`src/exec_pkg.sv`:
```
// Shared constants and types for the branch and increment execution unit
package exec_pkg;
  localparam int PC_W = 21;
  localparam int TGT_W = 20;
  localparam int TGT_LO_W = 8;
  localparam int TGT_HI_W = 12;
  localparam logic [5:0] OPC_BRANCH_HI = 6'h3B;
  localparam logic [5:0] OPC_INCR_HI = 6'h0A;
  localparam logic [3:0] OPC_EXT_HI = 4'hF;
  localparam logic [7:0] INDEX_LIMIT = 8'h5F;
  localparam int D_BIT = 9;
  localparam int A_BIT = 8;
  localparam logic [7:0] ACCESS_HI_BASE = 8'hA0;
  localparam logic [3:0] ACCESS_HI_BANK = 4'hF;
  localparam logic [3:0] BANK0 = 4'h0;

  typedef enum logic [1:0] {
    Q1 = 2'b00,
    Q2 = 2'b01,
    Q3 = 2'b10,
    Q4 = 2'b11
  } phase_t;

  typedef struct packed {
    logic neg;
    logic ovf;
    logic zero;
    logic dcarry;
    logic carry;
  } flags_t;

  typedef struct packed {
    logic rd;
    logic wr;
    logic [11:0] addr;
    logic [7:0] wdata;
  } mem_req_t;
endpackage : exec_pkg
```
`src/branch_incr_exec.sv`:
```
// Execution unit for the absolute branch and the register increment
`timescale 1ns/1ns
// Overview of operation
// - Branch loads target into PC 20..1
// - Any 20-bit literal target accepted
// - Low byte first word, upper bits second
// - Branch two cycles, second does nothing
// - Decode 0010 10da as register increment
// - Destination bit picks working or file
// - Access bit picks access or selected bank
// - Extended set, low access-bank addresses use indexing
// - Increment updates C DC N OV Z
module branch_incr_exec
  import exec_pkg::*;
(
  // Clock and reset
  input wire logic REF_CLK,
  input wire logic RESETN,
  input wire logic CLK_EN,
  // Instruction words from fetch, stable over the cycle
  input wire logic [15:0] INSTR_WORD,
  input wire logic [15:0] NEXT_WORD,
  input wire logic EXT_SET_EN,
  input wire logic [3:0] BANK_SELECT_REGISTER,
  input wire logic [11:0] INDEX_BASE,
  // Data memory
  output mem_req_t MEM_REQ,
  input wire logic [7:0] MEM_RDATA,
  // Core state
  output logic [PC_W-1:0] PC,
  output logic [7:0] WREG,
  output flags_t FLAGS,
  output phase_t PHASE,
  output logic BUSY_NOP
);
  phase_t phase_ff, nxt_phase;
  logic [PC_W-1:0] pc_ff;
  logic [7:0] w_ff, data_ff, result_ff;
  flags_t flags_ff;
  mem_req_t req_ff;
  logic nop_ff;
  logic [TGT_LO_W-1:0] tgt_lo_ff;

  wire is_branch = !nop_ff && (INSTR_WORD[15:8] == {OPC_BRANCH_HI, 2'b11}) && (NEXT_WORD[15:12] == OPC_EXT_HI);
  wire is_incr = !nop_ff && (INSTR_WORD[15:10] == OPC_INCR_HI);
  wire dest_file = INSTR_WORD[D_BIT];
  wire bank_sel = INSTR_WORD[A_BIT];
  wire [7:0] faddr = INSTR_WORD[7:0];
  wire indexed = !bank_sel && EXT_SET_EN && (faddr <= INDEX_LIMIT);
  wire [11:0] idx_addr = INDEX_BASE + {4'h0, faddr};
  // Upper part of the access bank reaches the special register bank
  wire [11:0] acc_addr = (faddr >= ACCESS_HI_BASE) ? {ACCESS_HI_BANK, faddr} : {BANK0, faddr};
  wire [11:0] eff_addr = bank_sel ? {BANK_SELECT_REGISTER, faddr} : (indexed ? idx_addr : acc_addr);
  wire [8:0] sum = {1'b0, data_ff} + 9'h001;
  wire [4:0] nib = {1'b0, data_ff[3:0]} + 5'h01;
  wire [TGT_W-1:0] target = {NEXT_WORD[TGT_HI_W-1:0], tgt_lo_ff};

  always_comb begin
    case (phase_ff)
      Q1: nxt_phase = Q2;
      Q2: nxt_phase = Q3;
      Q3: nxt_phase = Q4;
      Q4: nxt_phase = Q1;
      default: nxt_phase = Q1;
    endcase
  end

  always_ff @(posedge REF_CLK or negedge RESETN) begin
    if (!RESETN) begin
      phase_ff <= Q1;
      pc_ff <= '0;
      w_ff <= 8'h00;
      data_ff <= 8'h00;
      result_ff <= 8'h00;
      flags_ff <= '0;
      req_ff <= '0;
      nop_ff <= 1'b0;
      tgt_lo_ff <= 8'h00;
    end else if (CLK_EN) begin
      phase_ff <= nxt_phase;
      req_ff.rd <= 1'b0;
      req_ff.wr <= 1'b0;
      case (phase_ff)
        Q1: begin
          // Address latched at decode so the read happens in Q2
          if (is_incr) begin
            req_ff.rd <= 1'b1;
            req_ff.addr <= eff_addr;
          end
        end
        Q2: begin
          if (is_incr) begin
            data_ff <= MEM_RDATA;
          end
          if (is_branch) begin
            tgt_lo_ff <= INSTR_WORD[TGT_LO_W-1:0];
          end
        end
        Q3: begin
          if (is_incr) begin
            result_ff <= sum[7:0];
            flags_ff.carry <= sum[8];
            flags_ff.dcarry <= nib[4];
            flags_ff.zero <= (sum[7:0] == 8'h00);
            flags_ff.neg <= sum[7];
            // Only 7F to 80 can overflow an increment
            flags_ff.ovf <= !data_ff[7] && sum[7];
          end
        end
        Q4: begin
          if (is_incr) begin
            if (dest_file) begin
              req_ff.wr <= 1'b1;
              req_ff.wdata <= result_ff;
            end else begin
              w_ff <= result_ff;
            end
            pc_ff <= pc_ff + PC_W'(2);
          end else if (is_branch) begin
            pc_ff <= {target, 1'b0};
          end else if (!nop_ff) begin
            // Forced no-op leaves PC on the branch target
            pc_ff <= pc_ff + PC_W'(2);
          end
          nop_ff <= is_branch;
        end
        default: begin
          nop_ff <= 1'b0;
        end
      endcase
    end
  end

  assign PC = pc_ff;
  assign WREG = w_ff;
  assign FLAGS = flags_ff;
  assign PHASE = phase_ff;
  assign BUSY_NOP = nop_ff;
  assign MEM_REQ = req_ff;
endmodule : branch_incr_exec

```
`config.mk`:
```
export PLATFORM = sky130hd
export DESIGN_NAME = branch_incr_exec
export DESIGN_NICKNAME = d
export VERILOG_FILES = /design/src/exec_pkg.sv /design/src/branch_incr_exec.sv
export SDC_FILE = /design/constraint.sdc
export NUM_CORES = 1
export LEC_CHECK = 0
export BUFFER_PORTS_ARGS = -buffer_cell sky130_fd_sc_hd__buf_2
export CAP_MARGIN = 20
export CORE_MARGIN = 2
export CORE_UTILIZATION = 30
export DETAILED_ROUTE_END_ITERATION = 16
export GPL_TIMING_DRIVEN = 0
export MAX_ROUTING_LAYER = met4
export PLACE_DENSITY = 0.55
export SYNTH_ARGS = -nofsm -noshare
export SYNTH_HDL_FRONTEND = slang
export SYNTH_SLANG_ARGS = --single-unit
```
`constraint.sdc`:
```
create_clock -name REF_CLK -period 4.12 [get_ports REF_CLK]
set_clock_uncertainty 0.15 [all_clocks]
set_input_delay 0.206 -clock REF_CLK [delete_from_list [all_inputs] [get_ports REF_CLK]]
set_output_delay 0.206 -clock REF_CLK [all_outputs]
set_load 0.005 [all_outputs]
```
; ---- After elaboration in Yosys (flattened, before gate mapping)
; Cells that the tools add are included.
[word_totals]
ff_bits = 83
output_inout_bits = 59
wordCells = 61
[classes]
addsub = 4
n_lt_le_gt_ge = 2
eq_ne = 7
mux = 12
n_bitwise = 1
n_reduce_logical = 19
[ops]
columns = operator, count
row1 = $mux 21, 3
row2 = $mux 12, 3
row3 = $add 21x2->21 const B, 1
row4 = $reduce_and 3->1, 5
row5 = $add 12x8->12, 1
row6 = $add 8x1->9 const B, 1
row7 = $eq 8x8->1 const B, 1
row8 = $ge 8x8->1 const B, 1
row9 = $le 8x7->1 const B, 1
row10 = $logic_not 8->1, 1
row11 = $pmux 2 s4, 1
row12 = $reduce_and 4->1, 2
row13 = $eq 6x4->1 const B, 1
row14 = $logic_and 1x1->1, 6
row15 = $add 4x1->5 const B, 1
row16 = $mux 1, 5
row17 = $eq 2x2->1 const B, 2
row18 = $eq 4x4->1 const B, 1
row19 = $logic_not 1->1, 3
row20 = $ne 3x1->1 const B, 1
row21 = $eq 2x1->1 const B, 1
row22 = $logic_not 2->1, 1
row23 = $reduce_and 2->1, 1
row24 = $not 1->1, 1

; ---- Logic depth before layout (Yosys ltp)
; Gate-level depths: netlist of run 1.
[depth]
depth_word = 5
ltp_mapped = 9

; ---- Least setup slack after synthesis of run 1
; No wires, ideal clock.
[synth_path]
path_type = reg-to-reg
from = register pc_ff[1], in the netlist PC[1]
to = register pc_ff[19], in the netlist PC[19]
setup_time_ns = 0.137
arrival_ns = 1.708
required_time_ns = 3.833
slack_ns = 2.125
stages_incl_launch_ff = 9
n_path_buf = 1
cell_sequence = dfrtp_1 ha_1 and3_1 and3_1 buf_2 nand4_1 or3_1 o21ai_0 a21oi_1
[synth_between]
elab_chain_len = 4
[synth_lines]
columns = element, line_no
row1 = start: declaration, branch_incr_exec.sv:37  ; logic [PC_W-1:0] pc_ff;
row2 = start signal: assignment, branch_incr_exec.sv:118  ; pc_ff <= pc_ff + PC_W'(2);
row3 = start signal: assignment, branch_incr_exec.sv:120  ; pc_ff <= {target, 1'b0};
row4 = start signal: assignment, branch_incr_exec.sv:123  ; pc_ff <= pc_ff + PC_W'(2);
row5 = $add 21x2->21 (*), "branch_incr_exec.sv:118, branch_incr_exec.sv:123"
row6 = $mux 21, branch_incr_exec.sv:121  ; end else if (!nop_ff) begin
row7 = $mux 21, branch_incr_exec.sv:119  ; end else if (is_branch) begin
row8 = $mux 21 (*), branch_incr_exec.sv:111  ; if (is_incr) begin
; Every way passes the cells marked *; elsewhere a longest branch is shown, timed or not. The select of a mux whose other input is x is not followed.
; A chain may end at the register's enable or synchronous reset.

; ---- Worst setup path in the final report of run 1
[layout_path]
from = input INSTR_WORD[2]
to = register req_ff (netlist bit MEM_REQ[16])
[layout_between]
elab_chain_len = 4
elab_cells_between_ends = 7
[layout_lines]
columns = element, line_no
row1 = start: declaration, branch_incr_exec.sv:21  ; input wire logic [15:0] INSTR_WORD,
row2 = $ge 8x8->1 / $le 8x7->1 (equally long branches), "branch_incr_exec.sv:52, branch_incr_exec.sv:49"
row3 = $mux 12 / $logic_and 1x1->1 (equally long branches), "branch_incr_exec.sv:52, branch_incr_exec.sv:49"
row4 = $mux 12 (*) (2 in a row), branch_incr_exec.sv:53  ; wire [11:0] eff_addr = bank_sel ? {BANK_SELECT_REGISTER, faddr} : (indexed ? idx_addr : acc_addr);
row5 = end: declaration, branch_incr_exec.sv:40  ; mem_req_t req_ff;
; Every way passes the cells marked *; elsewhere a longest branch is shown, timed or not.

==> flow_summary.toml, run 1 <==
[route]
drc = 0
wl_um = 12100
drt_first_pass_iters = 4
ant_nets = 0
vias_per_cell = 5.02
routedWlPerCell_um = 15.5
drt_iter0_drc = 292
vias = 3917

[pwr]
peakVddDrop_mv = 0.187
seqPwrFrac = 0.435
p_sw_frac = 0.290
power_density_nw_per_um2 = 376
p_int_mw = 1.51
p_clk_frac = 0.378
switchingPower_mw = 0.616
p_leak_nw = 2.79
p_comb_frac = 0.187

[floorplanning]
core-area_um2 = 14400
die_w_um = 125
dieArea_um2 = 15500
die_h_um = 125
num_rows = 44
initial_core_util = 0.304
ios = 119

[final_layout]
area_delta_synth_final_pct = 29.8
antenna_cells = 0
fillCellCount = 1452
post-route-util = 0.394
layout-drive-gt1-share = 0.323
layout.cells.non_filler = 781
fin_nets = 669

[grt]
grt_pass1_vias = 3872
grt-ovfl-total = 0
grt_pass1_wl_um = 20200
grt_max_degree = 43
antenna_found_initial = 0
grtUsageTotal = 0.167

[yosys]
yosys.area_share.simple = 0.163
yosysWarnings = 0
synth_top_flop_cell = "dfrtp_1"
syn_nets = 524
synth_adder_area_share = 0.0505
synth_edf_count = 0
synth-compound-area-share = 0.164
synth_xor_area_frac = 0.0181
synth.avg_cell_area_um2 = 9.76
synthArstFlopShare = 1.00
synth_top_family_by_area = "compound AO/OA/AOI/OAI gates"
synth.distinct_cells = 58
synth_mux_area_frac = 0.0970
syn_inst = 447
ys_seq_elements = 81
ys_seq_area_frac = 0.465
syn-cell-area_um2 = 4360

[worst_hold_path]
hold_end = "PC[10]$_DFFE_PN0P_"
hold_depth = 3
hold_start = "NEXT_WORD[1]"
hold_class = "primary input to flop"

[sta]
hold_slack_ns = -0.000312
slew_viol_final = 0
tightest_slew_ns = 0.595
setup_viol = 0
setup-tns-final_ns = 0
clock.fmax_mhz = 408
relSlewSlack = 0.599
rsz0062_at_grt = "false"
min_period_over_period = 0.595
post-route-min-period_ns = 2.45
worst_slack_ns = 1.67
final_hold_viol_count = 1

[worst_setup_path]
slowest_stage = "dlygate4sd3_1"
crit_chain = "dlygate4sd3_1 > buf_2 > ha_1 > nor2b_1 > o31a_1 > o31ai_1 > xnor2_1 > a221oi_1 > a21oi_1"
cpPeakStageDelay_ns = 0.54
cp.arrival_ns = 2.52
crit_family = "compound AO/OA/AOI/OAI gates"
cp-startpoint = "INSTR_WORD[2]"
cp-start-kind = "primary input"
rrSetupSlack_ns = 1.76
rr_startpoint = "BUSY_NOP$_DFFE_PN0P_"
path_class = "primary input to flop"
worst_ep_required_time_ns = 4.19
critPathBufInv = 2
cp_max_fo = 4
reg2reg_depth = 7
worstSetupEndpointType = "flop"
timing.rr.end = "PC[18]$_DFFE_PN0P_"

[cts]
clock-sinks = 81
clock_latency_ns = 0.34
clockBufferDepth = 2
numCtsBuffers = 9
clkTransAtPathRegs_ns = 0.06
postCtsSetupBuffers = 0
cts_tree = "done"
root_buffer = "clkbuf_16"
htree_levels = 3

[run_status]
outcome = "finished with violations"
violations = "negative hold slack"

[place]
dp_cells = 749
gp_congestion = 0.924
hpwl_um = 9170
portBuffers = 117
dpl_worst_slack_ns = 1.64

[flow_run]
max_cap_viol_count = 0
## power by group through the flow
stage | registers, mW | logic, mW | clock network (mW)
6_report | 0.926 | 0.399 | 0.804
5_1_grt | 0.936 | 0.449 | 0.867
4_1_cts | 0.924 | 0.403 | 0.827
3_5_place_dp | 0.938 | 0.388 | 0
3_3_place_gp | 0.937 | 0.375 | 0
2_1_floorplan | 0.932 | 0.210 | 0
## synthesized netlist by cell type (all sizes together), types with 14 or more instances
master   n  area [um2]
nand2   49         186
nor2    33         134
mux2    34         383
a21oi   43         215
inv     16        60.1
dfrtp   81        2030
ha      16         200
nand3   20         110
o21ai   41         209
buf     14        92.6
## routing by layer
layer	global-route usage	vias to the layer above	part of all wire
li1	-	1901	-
met1	0.223	1879	0.46
met2	0.259	124	0.48
met3	0.0271	13	0.046
met4	0.0562	0	0.013
met5	-	-	0
## how the worst max path moves through the flow
stage	endpoint	slack (ns)	cells after the start
2_1_floorplan	PC[19]$_DFFE_PN0P_	2.12	8
3_3_place_gp	PC[18]$_DFFE_PN0P_	1.67	7
3_5_place_dp	PC[18]$_DFFE_PN0P_	1.64	7
4_1_cts	PC[18]$_DFFE_PN0P_	1.64	7
5_1_grt	PC[8]$_DFFE_PN0P_	1.43	7
6_report	MEM_REQ[16]$_DFFE_PN0P_	1.67	9
## registers in the layout (all words and copies together), names as in the netlist
name,cells
FLAGS,4
data_ff,8
PHASE,2
MEM_REQ,22
result_ff,8
WREG,8
tgt_lo_ff,8
BUSY_NOP,1
PC,20
## final cells by class
cell class / count / area [um2] / share of cell area
tap: 184 / 230 / 0.0407
buffer: 22 / 123 / 0.0217
timing repair buffer: 134 / 776 / 0.137
clock inverter: 6 / 66.3 / 0.0117
multi-input combinational: 328 / 2150 / 0.380
clock buffer: 10 / 229 / 0.0404
sequential: 81 / 2030 / 0.358
inverter: 16 / 60.1 / 0.0106
## cell usage in the layout (no fill, tap or decap), drive strengths merged, types with 16 or more instances in the layout
cell type / n
a21oi: 43
buf: 132
clkbuf: 18
dfrtp: 81
dlygate4sd3: 16
ha: 16
inv: 18
mux2: 34
nand2: 49
nand3: 20
nor2: 33
o21ai: 41
## metrics by stage
step	instance area (um2)	power, mW	hold WS, ns
6_report	5660	2.13	-0.000312
5_1_grt	5660	2.25	0.0156
4_1_cts	5660	2.15	0.00423
3_5_place_dp	5210	1.33	0.0734
3_3_place_gp	5180	1.31	0.278
2_1_floorplan	4360	1.14	-0.240
## tightest hold or removal path, delay by kind of cell
| family | cells | cell delay [ns] |
|---|---|---|
| AO/OA/AOI/OAI | 2 | 0.16 |
| buffers and inverters | 1 | 0.08 |
## cell families after synthesis
| logic type | after synthesis |
|---|---|
| and+or+nand+nor | 143 |
| AOI/OAI and AO/OA | 120 |
| DFF | 81 |
| muxes | 38 |
| buffers and inverters | 38 |
| adders and majority gates | 17 |
| xor gates and xnor gates | 9 |
| other | 1 |
## timing repair
item                      4_1_cts  5_1_grt
hold buffers                   16        0
resized for setup               0        0
hold endpoints to repair       54        0
No activity file was read; power rests on OpenSTA's default activity.
==> run 2, diff against run 1 <==
--- a/config.mk
+++ b/config.mk
@@ -5,6 +5,7 @@
 export SDC_FILE = /design/constraint.sdc
 export NUM_CORES = 1
 export LEC_CHECK = 0
+export ABC_AREA = 1
 export BUFFER_PORTS_ARGS = -buffer_cell sky130_fd_sc_hd__buf_2
 export CAP_MARGIN = 20
 export CORE_MARGIN = 2
@@ -12,7 +13,7 @@
 export DETAILED_ROUTE_END_ITERATION = 16
 export GPL_TIMING_DRIVEN = 0
 export MAX_ROUTING_LAYER = met4
-export PLACE_DENSITY = 0.55
+export PLACE_DENSITY = 0.54
 export SYNTH_ARGS = -nofsm -noshare
 export SYNTH_HDL_FRONTEND = slang
 export SYNTH_SLANG_ARGS = --single-unit
==> constraint.sdc (replaced) <==
create_clock -name REF_CLK -period 2.4 [get_ports REF_CLK]
set_clock_uncertainty 0.15 [all_clocks]
set_input_delay 0.12 -clock REF_CLK [delete_from_list [all_inputs] [get_ports REF_CLK]]
set_output_delay 0.12 -clock REF_CLK [all_outputs]
set_load 0.005 [all_outputs]
==> run 2 against run 1 <==
The run now ends clean. Non-clock buffer count rose by 13. Global-route usage up 0.21 points. Combinational power rose by 110%. Clock power up 82%. Synthesized area up 8.5%. Die area increased by 8.2%. Synthesized cell count up 40%.
==> flow_summary.toml, run 2 <==
[pwr]
p_leak_nw = 3.49
p_sw_frac = 0.314
peakVddDrop_mv = 0.319
power_density_nw_per_um2 = 629
p_int_mw = 2.71
p_clk_frac = 0.371
seqPwrFrac = 0.422
switchingPower_mw = 1.24
p_comb_frac = 0.208

[sta]
post-route-min-period_ns = 2.04
slew_viol_final = 0
setup-tns-final_ns = 0
clock.fmax_mhz = 490
min_period_over_period = 0.850
setup_viol = 0
final_hold_viol_count = 0
tightest_slew_ns = 0.623
hold_slack_ns = 0.0266
rsz0062_at_grt = "false"
relSlewSlack = 0.585

[route]
drt_first_pass_iters = 4
vias = 4488
ant_nets = 0
routedWlPerCell_um = 13.2
vias_per_cell = 4.45
drc = 0
drt_iter0_drc = 185
wl_um = 13300

[yosys]
ys_seq_area_frac = 0.428
synth.largest_area_cell = "dfrtp_1"
synth_commonest_cells = "nand2_1 (181), inv_1 (84), dfrtp_1 (81)"
syn_inst = 628
synth.most_common_cell = "nand2_1"
synth.avg_cell_area_um2 = 7.54
synth_top_flop_cell = "dfrtp_1"
synthArstFlopShare = 1.00
synth.distinct_cells = 37
syn-cell-area_um2 = 4730
synth_edf_count = 0
yosysTopAreaCellShare = 0.428
yosysWarnings = 0
netlist_top_cells_area = "dfrtp_1 (43%), nand2_1 (14%), inv_1 (6.7%)"
syn_nets = 705
ys_seq_elements = 81

[grt]
grt_pass1_vias = 4276
grtUsageTotal = 0.169
antenna_found_initial = 1
grt_max_degree = 49
grt-ovfl-total = 0
grt_pass1_wl_um = 21500

[run_status]
outcome = "finished clean"

[place]
gp_congestion = 0.830
hpwl_um = 10100
portBuffers = 117

[worst_setup_path]
crit_chain = "dlygate4sd3_1 > buf_2 > ha_1 > inv_1 > fa_1 > inv_1 > nand3_1 > nand3_1 > nand2_1 > nand3b_1 > nand3_1 > a2bb2oi_1"
path_common_cell = "nand3_1"
slowest_stage = "dlygate4sd3_1"
path_class = "primary input to flop"
cp-start-kind = "primary input"
crit_cells = 12
worst_ep_required_time_ns = 2.53
worstSetupEndpointType = "flop"
crit_family = "buffers and inverters"
critPathBufInv = 4
cp_max_fo = 3
reg2reg_depth = 10
cp.arrival_ns = 2.17
cpPeakStageDelay_ns = 0.53

[cts]
root_buffer = "clkbuf_16"
post_cts_resized = 0
htree_levels = 3
clock-sinks = 81
postCtsSetupBuffers = 0
clkTransAtPathRegs_ns = 0.07
clock_latency_ns = 0.35
clockBufferDepth = 2
cts_tree = "done"
numCtsBuffers = 9

[floorplanning]
die_h_um = 130
dieArea_um2 = 16800
die_w_um = 130
num_rows = 45
ios = 119
initial_core_util = 0.309
core-area_um2 = 15300

[final_layout]
layout-drive-gt1-share = 0.205
largest_reg_flops = 22
area_delta_synth_final_pct = 32.6
mostFrequentLayoutCell = "nand2_1"
fin_nets = 869
fillCellCount = 1653
mostFrequentLayoutCells = "nand2_1 (181), buf_2 (127), inv_1 (84)"

[flow_run]
max_cap_viol_count = 0

[worst_hold_path]
hold_depth = 5
hold_class = "primary input to flop"
==> run 2: cell types whose count changed after synthesis, moves of 20 or more <==
cell	change
mux2_2	-34
nand2_1	+133
o21ai_1	+20
inv_1	+68
nand3_1	+25
a21oi_1	-21
==> run 2: final cells by class <==
class                           instances  area [um2]  share of cell area
Antenna cell                            1        2.50            0.000399
Multi-Input combinational cell        442        2290               0.365
Clock inverter                          7        83.8              0.0134
Tap cell                              211         264              0.0421
Sequential cell                        81        2030               0.323
Clock buffer                            9         225              0.0359
Buffer                                 16        81.3              0.0130
Inverter                               89         334              0.0533
Timing Repair Buffer                  153         966               0.154
==> run 2: power by group through the flow <==
stage	combinational [mW]	sequential [mW]	clock, mW
5_1_grt	0.939	1.69	1.54
2_1_floorplan	0.447	1.66	0
3_3_place_gp	0.774	1.69	0
3_5_place_dp	0.786	1.69	0
4_1_cts	0.833	1.67	1.49
6_report	0.820	1.66	1.46
==> run 2: per-stage QoR <==
| step | utilization | worst slack, ns | total power, mW | cells | cell area (um2) |
|---|---|---|---|---|---|
| 6_report | 0.410 | 0.360 | 3.95 | 1009 | 6270 |
| 5_1_grt | 0.410 | 0.148 | 4.17 | 1009 | 6270 |
| 4_1_cts | 0.409 | 0.359 | 3.99 | 1008 | 6270 |
| 3_5_place_dp | 0.366 | 0.423 | 2.47 | 957 | 5610 |
| 3_3_place_gp | 0.364 | 0.259 | 2.47 | 956 | 5580 |
| 2_1_floorplan | - | 0.662 | 2.11 | 628 | 4730 |
==> run 2: metal layers <==
metal / vias to the layer above / routed length, um / track usage / share of wire
li1: 2362 / - / - / -
met2: 107 / 5820 / 0.255 / 0.44
met1: 2003 / 6690 / 0.226 / 0.50
met5: - / 0 / - / 0
met4: 0 / 193 / 0.0607 / 0.014
met3: 16 / 626 / 0.0314 / 0.047
==> run 2: what timing repair did <==
action	CTS	global route
hold buffers	35	0
endpoints found under the setup margin	0	0
endpoints found under the hold margin	72	0
==> run 2: cells by family (layout without fill, tap and decap cells) <==
group | after synthesis | count (layout) | synth area share
AO/OA/AOI/OAI | 97 | 97 | 0.112
multiplexers | 12 | 12 | 0.0254
XOR/XNOR | 9 | 9 | 0.0167
adder cells (fa/ha/maj) | 17 | 17 | 0.0465
flip-flops | 81 | 81 | 0.428
buffers and inverters | 105 | 274 | 0.0878
AND/OR/NAND/NOR | 306 | 306 | 0.282
other | 1 | 2 | 0.000792
==> run 2: final timing paths <==
check	to	slack, ns	from
setup reg to reg	PC[19]$_DFFE_PN0P_	0.37	PC[1]$_DFFE_PN0P_
min in group asynchronous	PC[18]$_DFFE_PN0P_	0.12	RESETN
max in group asynchronous	MEM_REQ[7]$_DFFE_PN0P_	1.38	RESETN
setup / recovery	MEM_REQ[16]$_DFFE_PN0P_	0.36	INSTR_WORD[0]
hold reg to reg	tgt_lo_ff[3]$_DFFE_PN0P_	0.32	tgt_lo_ff[3]$_DFFE_PN0P_
hold / removal	MEM_REQ[16]$_DFFE_PN0P_	0.03	BANK_SELECT_REGISTER[0]
==> run 2: worst register-to-register path: stages (launching register included) <==
cell	delay, ns
dfrtp_1	0.50
ha_1	0.24
nand3_1	0.17
nor2_2	0.20
nand3_2	0.15
nor2_1	0.19
nand2_1	0.07
nand2_1	0.06
nand3_1	0.07
nand2_1	0.08
nand2_1	0.04
